$ cat config.mk
export PLATFORM = sky130hd
export DESIGN_NAME = ispp_top
export DESIGN_NICKNAME = d
export VERILOG_FILES = /design/src/rtl/ispp_pkg.sv /design/src/rtl/ispp_sync.sv /design/src/rtl/ispp_top.sv
export SDC_FILE = /design/constraint.sdc
export NUM_CORES = 1
export LEC_CHECK = 0
export BUFFER_PORTS_ARGS = -buffer_cell sky130_fd_sc_hd__buf_2
export CAP_MARGIN = 15
export CORE_MARGIN = 10
export CORE_UTILIZATION = 55
export CTS_BUF_LIST = sky130_fd_sc_hd__clkbuf_2 sky130_fd_sc_hd__clkbuf_4 sky130_fd_sc_hd__clkbuf_8
export DETAILED_ROUTE_END_ITERATION = 8
export HOLD_SLACK_MARGIN = 0.1
export PLACE_DENSITY = 0.85
export SLEW_MARGIN = 40
export SYNTH_ARGS = -nofsm -noshare
export SYNTH_HDL_FRONTEND = slang
export SYNTH_SLANG_ARGS = --single-unit
$ cat constraint.sdc
create_clock -name CLOCK_IN -period 2.21 [get_ports CLOCK_IN]
set_input_delay 0.1105 -clock CLOCK_IN [delete_from_list [all_inputs] [get_ports CLOCK_IN]]
set_output_delay 0.1105 -clock CLOCK_IN [all_outputs]
set_load 0.05 [all_outputs]
$ cat src/rtl/ispp_pkg.sv
// Purpose: Shared constants for the sensor pixel output port.
// Assumes: A 25 MHz master clock; the pixel clock is half of it.
// Notes:   Timing counts are derived from times in their own units.
package ispp_pkg;

  // Clocking
  localparam int CLK_HZ       = 25_000_000;
  localparam int PIX_DIV      = 2;
  localparam int PIX_PERIOD_NS = PIX_DIV * 1_000_000_000 / CLK_HZ;

  // Pixel word and counter widths
  localparam int PIX_W   = 12;
  localparam int COL_W   = 12;
  localparam int ROW_W   = 11;
  localparam int TIMER_W = 21;

  // Default full-resolution image and blanking
  localparam int ACTIVE_COLS   = 2592;
  localparam int ACTIVE_ROWS   = 1944;
  localparam int H_BLANK_TICKS = 64;
  localparam int V_BLANK_LINES = 8;

  // Frame rate: period in ns, then in pixel clock ticks (rounded down)
  localparam int FRAME_RATE_FPS     = 12;
  localparam int FRAME_PERIOD_NS    = 1_000_000_000 / FRAME_RATE_FPS;
  localparam int FRAME_PERIOD_TICKS = FRAME_PERIOD_NS / PIX_PERIOD_NS;

  // Timed snapshot exposure length
  localparam int EXPOSURE_NS    = 80_000;
  localparam int EXPOSURE_TICKS = EXPOSURE_NS / PIX_PERIOD_NS;

  // Serial bus device addresses; values are arbitrary
  localparam logic [7:0] ADDR_SEL_HIGH = 8'h5c;
  localparam logic [7:0] ADDR_SEL_LOW  = 8'h26;

  // Pin synchroniser lanes and their reset levels
  localparam int SYNC_W = 7;
  localparam logic [SYNC_W-1:0] SYNC_RESET = 7'h03;
  localparam int S_OE_B     = 0;
  localparam int S_STBY_B   = 1;
  localparam int S_TRIG     = 2;
  localparam int S_ADDR     = 3;
  localparam int S_SNAP     = 4;
  localparam int S_BULB     = 5;
  localparam int S_ALLROWS  = 6;

  typedef enum logic [1:0] {
    ST_IDLE,
    ST_EXPOSE,
    ST_ACTIVE,
    ST_VBLANK
  } ispp_state_t;

endpackage : ispp_pkg

$ cat src/rtl/ispp_sync.sv
// Purpose: Two-flop synchroniser for a group of pin levels.
// Assumes: Each lane is an independent level; no bus coherence.
// Notes:   The first stage feeds only the second stage.
`timescale 1ns/100ps
`default_nettype none
module ispp_sync #(
  parameter int                 WIDTH     = 1,
  parameter logic [WIDTH-1:0]   RESET_VAL = '0
) (
  input  wire logic             clk_in,
  input  wire logic             rst_b_in,
  input  wire logic [WIDTH-1:0] d_in,
  output logic      [WIDTH-1:0] q_out
);

  logic [WIDTH-1:0] meta_reg;
  logic [WIDTH-1:0] meta_next;
  logic [WIDTH-1:0] sync_reg;
  logic [WIDTH-1:0] sync_next;

  // Shift pins through two stages
  always_comb begin
    meta_next = d_in;
    sync_next = meta_reg;
  end

  // Reset loads the idle level of each pin
  always_ff @(posedge clk_in or negedge rst_b_in) begin
    if (!rst_b_in) begin
      meta_reg <= RESET_VAL;
      sync_reg <= RESET_VAL;
    end else begin
      meta_reg <= meta_next;
      sync_reg <= sync_next;
    end
  end

  assign q_out = sync_reg;

endmodule : ispp_sync
`default_nettype wire

$ cat src/rtl/ispp_top.sv
// Purpose: Frame timing, exposure control and pixel output of the sensor.
// Assumes: Pins are asynchronous to CLOCK_IN; all but the reset pin pass two flops first.
// Notes:   Pixel clock is CLOCK_IN / 2; pixel data and flags launch on its rising edge.
// How it works
// - Low reset pin resets everything immediately to idle levels
// - High enable pin floats all pixel outputs
// - Low standby pin freezes clocks and frames
// - Snapshot: one frame per capture request made while idle
// - Bulb: falling capture request ends exposure
// - Address pin selects one of two addresses
// - Twelve-bit pixel, MSB on bit eleven
// - Frame flag covers active lines and their horizontal blanking
// - Default frame 2592 by 1944; readout outlasts the 12fps period, giving about 2.4fps
// - All-rows release exposes every row together in snapshot mode
// - Line flag high only for active pixels
// - One pixel per pixel clock, valid when both flags
// - Pixel data and flags change on rising pixel clock edge; the address follows its pin every clock
// - Flash flag high while all rows expose
`timescale 1ns/100ps
`default_nettype none
module ispp_top
  import ispp_pkg::*;
#(
  parameter int FRAME_TICKS = FRAME_PERIOD_TICKS,
  parameter int COLS        = ACTIVE_COLS,
  parameter int ROWS        = ACTIVE_ROWS
) (
  input  wire logic             CLOCK_IN,
  input  wire logic             RST_B_IN,
  input  wire logic             OUTPUT_ENABLE_B_IN,
  input  wire logic             LOW_POWER_REQUEST_B_IN,
  input  wire logic             CAPTURE_REQUEST_IN,
  input  wire logic             BUS_ADDRESS_SELECT_IN,
  input  wire logic             SNAPSHOT_MODE_IN,
  input  wire logic             BULB_MODE_IN,
  input  wire logic             ALL_ROWS_RELEASE_IN,
  output logic                  PIXEL_CLOCK_OUT,
  output logic      [PIX_W-1:0] PIXEL_DATA_OUT,
  output logic                  FRAME_ACTIVE_OUT,
  output logic                  LINE_ACTIVE_OUT,
  output logic                  EXPOSURE_FLASH_OUT,
  output logic                  OUTPUTS_OE_B_OUT,
  output logic      [7:0]       DEVICE_ADDRESS_OUT
);

  localparam logic [COL_W-1:0]   LINE_LAST  = COL_W'(COLS + H_BLANK_TICKS - 1);
  localparam logic [COL_W-1:0]   COLS_W     = COL_W'(COLS);
  localparam logic [ROW_W-1:0]   ROW_LAST   = ROW_W'(ROWS - 1);
  localparam logic [ROW_W-1:0]   VBL_LAST   = ROW_W'(V_BLANK_LINES - 1);
  localparam logic [TIMER_W-1:0] FRAME_LAST = TIMER_W'(FRAME_TICKS - 1);
  localparam logic [TIMER_W-1:0] EXPO_LAST  = TIMER_W'(EXPOSURE_TICKS - 1);

  logic [SYNC_W-1:0] pins_s;
  logic              awake;
  logic              tick;
  logic              trig_rise;
  logic              trig_fall;

  ispp_state_t       state_reg, state_next;
  logic              phase_reg, phase_next;
  logic [COL_W-1:0]  col_reg, col_next;
  logic [ROW_W-1:0]  row_reg, row_next;
  logic [TIMER_W-1:0] timer_reg, timer_next;
  logic              trig_d_reg, trig_d_next;
  logic [PIX_W-1:0]  data_reg, data_next;
  logic              frame_reg, frame_next;
  logic              line_reg, line_next;
  logic              flash_reg, flash_next;
  logic [7:0]        addr_reg, addr_next;

  // Every pin level but the reset pin crosses into the CLOCK_IN domain first
  ispp_sync #(
    .WIDTH     (SYNC_W),
    .RESET_VAL (SYNC_RESET)
  ) u_pin_sync (
    .clk_in   (CLOCK_IN),
    .rst_b_in (RST_B_IN),
    .d_in     ({ALL_ROWS_RELEASE_IN, BULB_MODE_IN, SNAPSHOT_MODE_IN,
                BUS_ADDRESS_SELECT_IN, CAPTURE_REQUEST_IN,
                LOW_POWER_REQUEST_B_IN, OUTPUT_ENABLE_B_IN}),
    .q_out    (pins_s)
  );

  // Standby gates the pixel clock; tick is the rising pixel clock edge
  assign awake     = pins_s[S_STBY_B];
  assign tick      = awake && !phase_reg;
  assign trig_rise = pins_s[S_TRIG] && !trig_d_reg;
  assign trig_fall = !pins_s[S_TRIG] && trig_d_reg;

  // Frame sequencer; trigger edges are judged on pixel ticks only
  always_comb begin
    state_next  = state_reg;
    col_next    = col_reg;
    row_next    = row_reg;
    timer_next  = timer_reg;
    trig_d_next = trig_d_reg;
    phase_next  = awake ? !phase_reg : 1'b0;
    if (tick) begin
      trig_d_next = pins_s[S_TRIG];
      // Saturate so an idle sensor never wraps into a false period
      if (timer_reg != '1) begin
        timer_next = timer_reg + 1'b1;
      end
      unique case (state_reg)
        ST_IDLE: begin
          if (!pins_s[S_SNAP]) begin
            if (timer_reg >= FRAME_LAST) begin
              state_next = ST_ACTIVE;
              timer_next = '0;
              col_next   = '0;
              row_next   = '0;
            end
          end else if (trig_rise) begin
            timer_next = '0;
            col_next   = '0;
            row_next   = '0;
            if (pins_s[S_ALLROWS] || pins_s[S_BULB]) begin
              state_next = ST_EXPOSE;
            end else begin
              state_next = ST_ACTIVE;
            end
          end
        end
        ST_EXPOSE: begin
          if (pins_s[S_BULB] ? trig_fall
                             : (timer_reg >= EXPO_LAST)) begin
            state_next = ST_ACTIVE;
          end
        end
        ST_ACTIVE: begin
          col_next = col_reg + 1'b1;
          if (col_reg == LINE_LAST) begin
            col_next = '0;
            row_next = row_reg + 1'b1;
            if (row_reg == ROW_LAST) begin
              row_next   = '0;
              state_next = ST_VBLANK;
            end
          end
        end
        ST_VBLANK: begin
          col_next = col_reg + 1'b1;
          if (col_reg == LINE_LAST) begin
            col_next = '0;
            row_next = row_reg + 1'b1;
            if (row_reg == VBL_LAST) begin
              row_next   = '0;
              state_next = ST_IDLE;
            end
          end
        end
      endcase
    end
  end

  // Output words launched together on a pixel tick; the address follows its pin every clock
  always_comb begin
    frame_next = frame_reg;
    line_next  = line_reg;
    data_next  = data_reg;
    flash_next = flash_reg;
    addr_next  = pins_s[S_ADDR] ? ADDR_SEL_HIGH : ADDR_SEL_LOW;
    if (tick) begin
      frame_next = (state_reg == ST_ACTIVE);
      line_next  = (state_reg == ST_ACTIVE) && (col_reg < COLS_W);
      // Test ramp stands in for the converter; zero in blanking
      data_next  = line_next ? PIX_W'(col_reg + COL_W'(row_reg))
                             : '0;
      // Flag follows the state being entered, so it drops as readout begins
      flash_next = (state_next == ST_EXPOSE) && pins_s[S_ALLROWS];
    end
  end

  // Reset pin acts at once, without waiting for a clock
  always_ff @(posedge CLOCK_IN or negedge RST_B_IN) begin
    if (!RST_B_IN) begin
      state_reg  <= ST_IDLE;
      phase_reg  <= 1'b0;
      col_reg    <= '0;
      row_reg    <= '0;
      timer_reg  <= '0;   // Wait a period so mode pins settle first
      trig_d_reg <= 1'b0;
      data_reg   <= '0;
      frame_reg  <= 1'b0;
      line_reg   <= 1'b0;
      flash_reg  <= 1'b0;
      addr_reg   <= ADDR_SEL_LOW;
    end else begin
      state_reg  <= state_next;
      phase_reg  <= phase_next;
      col_reg    <= col_next;
      row_reg    <= row_next;
      timer_reg  <= timer_next;
      trig_d_reg <= trig_d_next;
      data_reg   <= data_next;
      frame_reg  <= frame_next;
      line_reg   <= line_next;
      flash_reg  <= flash_next;
      addr_reg   <= addr_next;
    end
  end

  // Outputs; the pad ring floats them when the enable pin is high
  assign PIXEL_CLOCK_OUT    = phase_reg;
  assign PIXEL_DATA_OUT     = data_reg;
  assign FRAME_ACTIVE_OUT   = frame_reg;
  assign LINE_ACTIVE_OUT    = line_reg;
  assign EXPOSURE_FLASH_OUT = flash_reg;
  assign OUTPUTS_OE_B_OUT   = pins_s[S_OE_B];
  assign DEVICE_ADDRESS_OUT = addr_reg;

  // Checking helpers: pixels per line and lines per frame
  logic [COL_W-1:0] chk_pix_reg;
  logic [ROW_W-1:0] chk_lines_reg;
  always_ff @(posedge CLOCK_IN or negedge RST_B_IN) begin
    if (!RST_B_IN) begin
      chk_pix_reg   <= '0;
      chk_lines_reg <= '0;
    end else begin
      chk_pix_reg   <= !line_reg ? '0 :
                       chk_pix_reg + COL_W'(phase_reg);
      chk_lines_reg <= !frame_reg ? '0 :
                       chk_lines_reg + ROW_W'(line_reg && !line_next);
    end
  end
endmodule : ispp_top
`default_nettype wire

After elaboration in Yosys (flattened, before gate mapping)

Cells that the tools add are included.
W data, S select, Z words.

Add/sub/neg operators: 4
Divide/modulo/power cells: 0
Shift operators: 0
Muxes and demuxes: 33
Reduce and logical (&&, ||, !) cells: 15
$mul: 0
Bitwise operators: 0
Equality and inequality tests: 12
Order comparisons: 3

Operators with widths:

| cell                    | number |
|---|---|
| $mux W21                | 5 |
| $mux W11                | 7 |
| $mux W12                | 5 |
| $pmux W11 S3            | 1 |
| $pmux W12 S2            | 1 |
| $add A21 B1 Y21 const B | 1 |
| $ge A21 B10 Y1 const B  | 1 |
| $ge A21 B20 Y1 const B  | 1 |
| $ne A21 B21 Y1 const B  | 1 |
| $mux W2                 | 10 |
| $add A12 B1 Y12 const B | 1 |
| $add A12 B11 Y12        | 1 |
| $eq A12 B12 Y1 const B  | 1 |
| $lt A12 B12 Y1 const B  | 1 |
| $add A11 B1 Y11 const B | 1 |
| $eq A11 B11 Y1 const B  | 1 |
| $eq A11 B3 Y1 const B   | 1 |
| $pmux W2 S4             | 1 |
| $mux W7                 | 1 |
| $reduce_and A6 Y1       | 1 |
| $logic_and A1 B1 Y1     | 5 |
| $eq A2 B1 Y1 const B    | 2 |
| $eq A2 B2 Y1 const B    | 2 |
| $ne A2 B2 Y1 const B    | 2 |
| other kinds (10)        | 13 |

Output and inout port bits: 25
Memory bits (writable): 0
Logic and storage cells: 80
Register bits after elaboration: 84
Latch bits: 0
Memories: 0
Bits in read-only memories: 0

Depth between registers and ports, before layout

Word-level depth: 8
Depth in mapped cells: 9

Modules after synthesis

Synthesis repeated with hierarchy kept, for this count alone.

Cells, all modules: 486
Area, all modules: 4409.2 µm²

By module, submodules not included:

| module    | sequential area each (µm²) | cells each | instances | area an instance (µm²) |
|---|---|---|---|---|
| ispp_top  | 1627.8                     | 472        | 1         | 4053.9 |
| ispp_sync | 355.3                      | 14         | 1         | 355.3 |

Worst setup path before layout

Ideal clock, no wire load.

Path kind: reg-to-reg
Start point: reg col_reg[0]
End point: reg data_reg[10], in the netlist PIXEL_DATA_OUT[10]
Data arrival time: 2.250 ns
Stages on the path, launching flop included: 9
Clock period less this slack: 2.381 ns
Slack: -0.171 ns
Buffers on the path: 0
Data required time: 2.080 ns
Path through: dfrtp_1 -> ha_1 -> fa_1 -> a21o_1 -> a21oi_1 -> o21ai_0 -> a2111oi_0 -> nor3_1 -> nand3b_1

Cells in the longest elaborated chain, start to end: 3

RTL lines:

| element                | RTL line        | RTL |
|---|---|---|
| start, declared        | ispp_top.sv:61  | `logic [COL_W-1:0] col_reg, col_next;` |
| start signal, assigned | ispp_top.sv:191 | `col_reg <= col_next;` |
| $lt A12 B12 Y1         | ispp_top.sv:165 | `line_next = (state_reg == ST_ACTIVE) && (col_reg < COLS_W);` |
| $logic_and A1 B1 Y1    | ispp_top.sv:165 |  |
| $mux W12 (*)           | ispp_top.sv:167 | `data_next = line_next ? PIX_W'(col_reg + COL_W'(row_reg))` |
| end signal, assigned   | ispp_top.sv:195 | `data_reg <= data_next;` |
| end, declared          | ispp_top.sv:65  | `logic [PIX_W-1:0] data_reg, data_next;` |

Every way passes the cells marked *; elsewhere a longest branch is shown, timed or not.
A chain may end at the register's enable or synchronous reset.

Worst setup path after layout

Start point: reg row_reg[0]
End point: reg data_reg[10], in the netlist PIXEL_DATA_OUT[10]

Cells in the longest elaborated chain, start to end: 2

RTL lines:

| element                | RTL line        | RTL |
|---|---|---|
| start, declared        | ispp_top.sv:62  | `logic [ROW_W-1:0] row_reg, row_next;` |
| start signal, assigned | ispp_top.sv:192 | `row_reg <= row_next;` |
| $add A12 B11 Y12       | ispp_top.sv:167 |  |
| $mux W12               | ispp_top.sv:167 |  |

No other way between the ends.

==> impl_table.tex <==
\begin{tabular}{lr}
\hline
Metric & Value \\
\hline
\multicolumn{2}{l}{\textbf{Die}} \\
\quad Core Rows & 32 \\
\quad Die outline height & between 100 and 150 um \\
\quad Starting density of the core & 0.5649 \\
\quad Die ar. & $\sim$12,000 um\^{}2 \\
\quad Core Area & slightly below 8000 um\^{}2 \\
\quad Die outline width & 108.9 um \\
\quad I/O pin total & 34 \\
\multicolumn{2}{l}{\textbf{Route}} \\
\quad Average wire per standard cell & roughly 17 um \\
\quad Total wire length after detailed routing & 10.48 mm \\
\quad Post-DRT Antenna Nets & 0 \\
\quad Post-DR vias/cell & 6.119 \\
\quad Vias after detailed routing & $\sim$3,700 \\
\quad First-iteration detailed-routing DRC count & approximately 340 \\
\quad DR pass1 iterations & 8 \\
\quad Drc violations & 0 \\
\multicolumn{2}{l}{\textbf{Setup path}} \\
\quad Chain of cells forming the critical path & ha\_4, fa\_2, a21o\_1, a21oi\_2, o21ai\_2, a2111oi\_4, nor3\_1, nand3b\_1 \\
\quad CP Data Required Time & around 2.5 ns \\
\quad Element type at the critical path start & flop \\
\quad Arr. time, crit path & roughly 2.5 ns \\
\quad CP max stage cell & sky130\_fd\_sc\_hd\_\_dfrtp\_1 \\
\quad Worst-case reg-to-reg path depth & 8 \\
\quad Start-to-end type of the worst setup path & flop to flop \\
\quad Worst setup EP type & flop \\
\quad Setup slack of the most critical reg-to-reg path & -0.03 ns \\
\quad Max FO, Critical Path & 3 \\
\quad Delay of the slowest cell on the worst path & 0.43 ns \\
\multicolumn{2}{l}{\textbf{Timing}} \\
\quad Number of hold-slack violations in the final timing report & 0 \\
\quad Smallest setup slack after layout & -0.03419 ns \\
\quad Shortest clock period the worst path allows after layout & about 2.2 ns \\
\quad Worst clock skew on the final layout & 0.01635 ns \\
\quad Share of the cycle needed by the critical path after routing & 1.015 \\
\quad Max-slew violations & 0 \\
\quad Total setup violations reported at the end of the flow & 1 \\
\quad RSZ-0062 raised after global routing & true \\
\quad Fmax achieved & 0.4456 GHz \\
\multicolumn{2}{l}{\textbf{Synthesis}} \\
\quad \#FFs+latches synth & 79 \\
\quad Flip-flop cell with the highest count after synthesis & sky130\_fd\_sc\_hd\_\_dfrtp\_1 \\
\quad Part of the Yosys area used for sequential elements & 0.4566 \\
\quad Largest area contributor in the synthesized netlist & sky130\_fd\_sc\_hd\_\_dfrtp\_1 \\
\quad Share of synthesized flip-flops with an asynchronous set or reset & 1.000 \\
\quad Yosys top cell area share & 0.4264 \\
\quad Most instantiated cells after synthesis & 74 x sky130\_fd\_sc\_hd\_\_dfrtp\_1, 41 x sky130\_fd\_sc\_hd\_\_nor2\_1, 30 x sky130\_fd\_sc\_hd\_\_a21oi\_1, 27 x sky130\_fd\_sc\_hd\_\_nand2\_1, 21 x sky130\_fd\_sc\_hd\_\_nand3\_1 \\
\quad Number of warnings issued by yosys & 0 \\
\quad Number of flops mapped to enable cells by yosys & 0 \\
\quad Number of unique standard cell types used by synthesis & between 60 and 70 \\
\quad Synthesized area per cell & 9.915 um\^{}2 \\
\quad Area of the mapped netlist & roughly 4300 um\^{}2 \\
\quad Synth top area cells & sky130\_fd\_sc\_hd\_\_dfrtp\_1 43\%, sky130\_fd\_sc\_hd\_\_ha\_1 4.3\%, sky130\_fd\_sc\_hd\_\_xnor2\_1 3.6\%, sky130\_fd\_sc\_hd\_\_nor2\_1 3.5\%, sky130\_fd\_sc\_hd\_\_a21oi\_1 3.5\% \\
\quad Gate count after technology mapping & roughly 440 \\
\quad Most frequent cell after synthesis & sky130\_fd\_sc\_hd\_\_dfrtp\_1 \\
\multicolumn{2}{l}{\textbf{GRT}} \\
\quad Antenna violations before repair & 0 \\
\quad Pin count of the biggest net entering global routing & 80 \\
\quad Tot GR Track Use & 0.1754 \\
\quad Vias in the first global route & about 3,600 \\
\quad Global-route wire length before repair & 16.95 mm \\
\quad Overall overflow remaining after global route & 0 \\
\multicolumn{2}{l}{\textbf{Placed design}} \\
\quad GPL Wtd Cong & roughly 0.9 \\
\quad Detailed placer's ending HPWL & approximately 6.9 mm \\
\quad Worst Setup Slack post-DPL & -0.03788 ns \\
\quad Placed insts & between 500 and 600 \\
\quad Cell area after placement & between 4000 and 5000 um\^{}2 \\
\quad Input/output buffers & 30 \\
\multicolumn{2}{l}{\textbf{Final layout}} \\
\quad Synth-to-layout area growth & 19.22\% \\
\quad Final net count & 522 \\
\quad Fraction of layout cells with a size suffix above 1 & 0.2151 \\
\quad Count of filler cells inserted in the layout & $\sim$580 \\
\quad Max FFs per register & 21 \\
\quad Non-Filler Cell Area, Final & a little over 5000 um\^{}2 \\
\quad Number of cells in the finished layout apart from fillers & roughly 600 \\
\quad Inserted Diodes & 0 \\
\multicolumn{2}{l}{\textbf{Run status}} \\
\quad Violations in the final reports & negative setup slack \\
\quad Status & finished with violations \\
\multicolumn{2}{l}{\textbf{Clock network}} \\
\quad CTS tree & done \\
\quad Skew-Pair Late Insertion Delay & 0.37 ns \\
\quad Total CTS buffers & 9 \\
\quad Clock Path Buffers & 2 \\
\quad Clk Tree Root Cell & sky130\_fd\_sc\_hd\_\_clkbuf\_8 \\
\quad Clock sinks & 79 \\
\quad Deepest level of the CTS H-tree & 3 \\
\quad Clock-pin slew on the worst setup and hold paths & $\sim$0.1 ns \\
\multicolumn{2}{l}{\textbf{Power and ir drop}} \\
\quad Maximum vdd drop & between 500 and 600 uV \\
\quad Total power divided by cell area & 886.0 nW/um\^{}2 \\
\quad Leakage power figure & about 2.4 nW \\
\multicolumn{2}{l}{\textbf{Run}} \\
\quad Max Cap Violations & 0 \\
\multicolumn{2}{l}{\textbf{Worst hold path}} \\
\quad Hold/Removal Path Class & input pin to async pin \\
\hline
\end{tabular}
cell usage in the layout (no fill, tap or decap), types with 10 or more instances in the layout:
master                     n
sky130_fd_sc_hd__buf_2    29
sky130_fd_sc_hd__nand2_1  27
sky130_fd_sc_hd__nand3_1  21
sky130_fd_sc_hd__buf_4    30
sky130_fd_sc_hd__ha_1     13
sky130_fd_sc_hd__nor3_1   15
sky130_fd_sc_hd__xnor2_1  18
sky130_fd_sc_hd__and3_1   16
sky130_fd_sc_hd__nand4_1  10
sky130_fd_sc_hd__dfrtp_1  74
sky130_fd_sc_hd__inv_1    12
sky130_fd_sc_hd__nor2_1   41
sky130_fd_sc_hd__a22o_1   14
sky130_fd_sc_hd__a21oi_1  28
cell type report:
class,count,area (um^2),share of cell area
multi-input combinational,326,2305,0.4451
inverter,12,45.04,0.008700
tap,102,127.6,0.02465
sequential,79,1983,0.3830
timing repair buffer,69,490.5,0.09473
clock inverter,7,102.6,0.01982
clock buffer,9,123.9,0.02392
metrics by stage:
stage | setup TNS (ns) | util | hold WS, ns | total power (W)
after CTS | -0.001063 | 0.6564 | 0.3232 | 0.004511
after detailed placement | -0.03788 | 0.6154 | 0.1693 | 0.003237
after global routing | -0.2369 | 0.6735 | 0.3556 | 0.004793
final | -0.03419 | 0.6735 | 0.2853 | 0.004587
after floorplan | 0 | - | -0.1851 | 0.002788
after global placement | 0 | 0.6154 | 0.1655 | 0.003172
worst max-delay path: cells and delay by family (launching register included):
family | cells | cell delay, ns
adders and majority gates | 2 | 0.55
DFF | 1 | 0.43
and+or+nand+nor | 2 | 0.27
AOI/OAI and AO/OA | 4 | 0.87
timing repair:
| item | in CTS | in global routing |
|---|---|---|
| cloned | 0 | 0 |
| setup buffers | 0 | 4 |
| resized for setup | 2 | 14 |
| pin swaps | 1 | 10 |
| hold endpoints to repair | 86 | 0 |
| setup endpoints to repair | 6 | 27 |
| hold buffers | 8 | 0 |
routing by layer:
metal | GRT usage | vias up | part of all wire
met4 | 0.08004 | 0 | 0.016
met3 | 0.03540 | 19 | 0.081
li1 | - | 1724 | -
met5 | 0 | - | 0
met1 | 0.2267 | 1802 | 0.41
met2 | 0.2776 | 151 | 0.49
final timing paths:
kind | endpoint | startpoint
max reg2reg | PIXEL_DATA_OUT[10]$_DFFE_PN0P_ | row_reg[0]$_DFFE_PN0P_
max | PIXEL_DATA_OUT[10]$_DFFE_PN0P_ | row_reg[0]$_DFFE_PN0P_
min reg2reg | u_pin_sync.q_out[2]$_DFF_PN0_ | u_pin_sync.meta_reg[2]$_DFF_PN0_
min in group CLOCK_IN | u_pin_sync.q_out[2]$_DFF_PN0_ | u_pin_sync.meta_reg[2]$_DFF_PN0_
min | row_reg[3]$_DFFE_PN0P_ | RST_B_IN
max in group asynchronous | DEVICE_ADDRESS_OUT[5]$_DFF_PN1_ | RST_B_IN
cells by family (layout without fill, tap and decap cells):
family,after synthesis,after routing,synth area share
simple gates,170,170,0.2080
compound gates,108,108,0.1841
flops,79,79,0.4566
buf+inv,34,97,0.04177
xor+xnor,25,25,0.05042
fa+ha+maj,16,16,0.04783
mux,4,4,0.009507
other cells,2,3,0.001729
power by group:
group | switching, W | internal (W)
clock | 0.000604 | 0.000655
combinational | 0.000946 | 0.000563
sequential | 0.000189 | 0.00163
total | 0.00174 | 0.00285
Note: power is estimated with default switching activity, not from simulation.
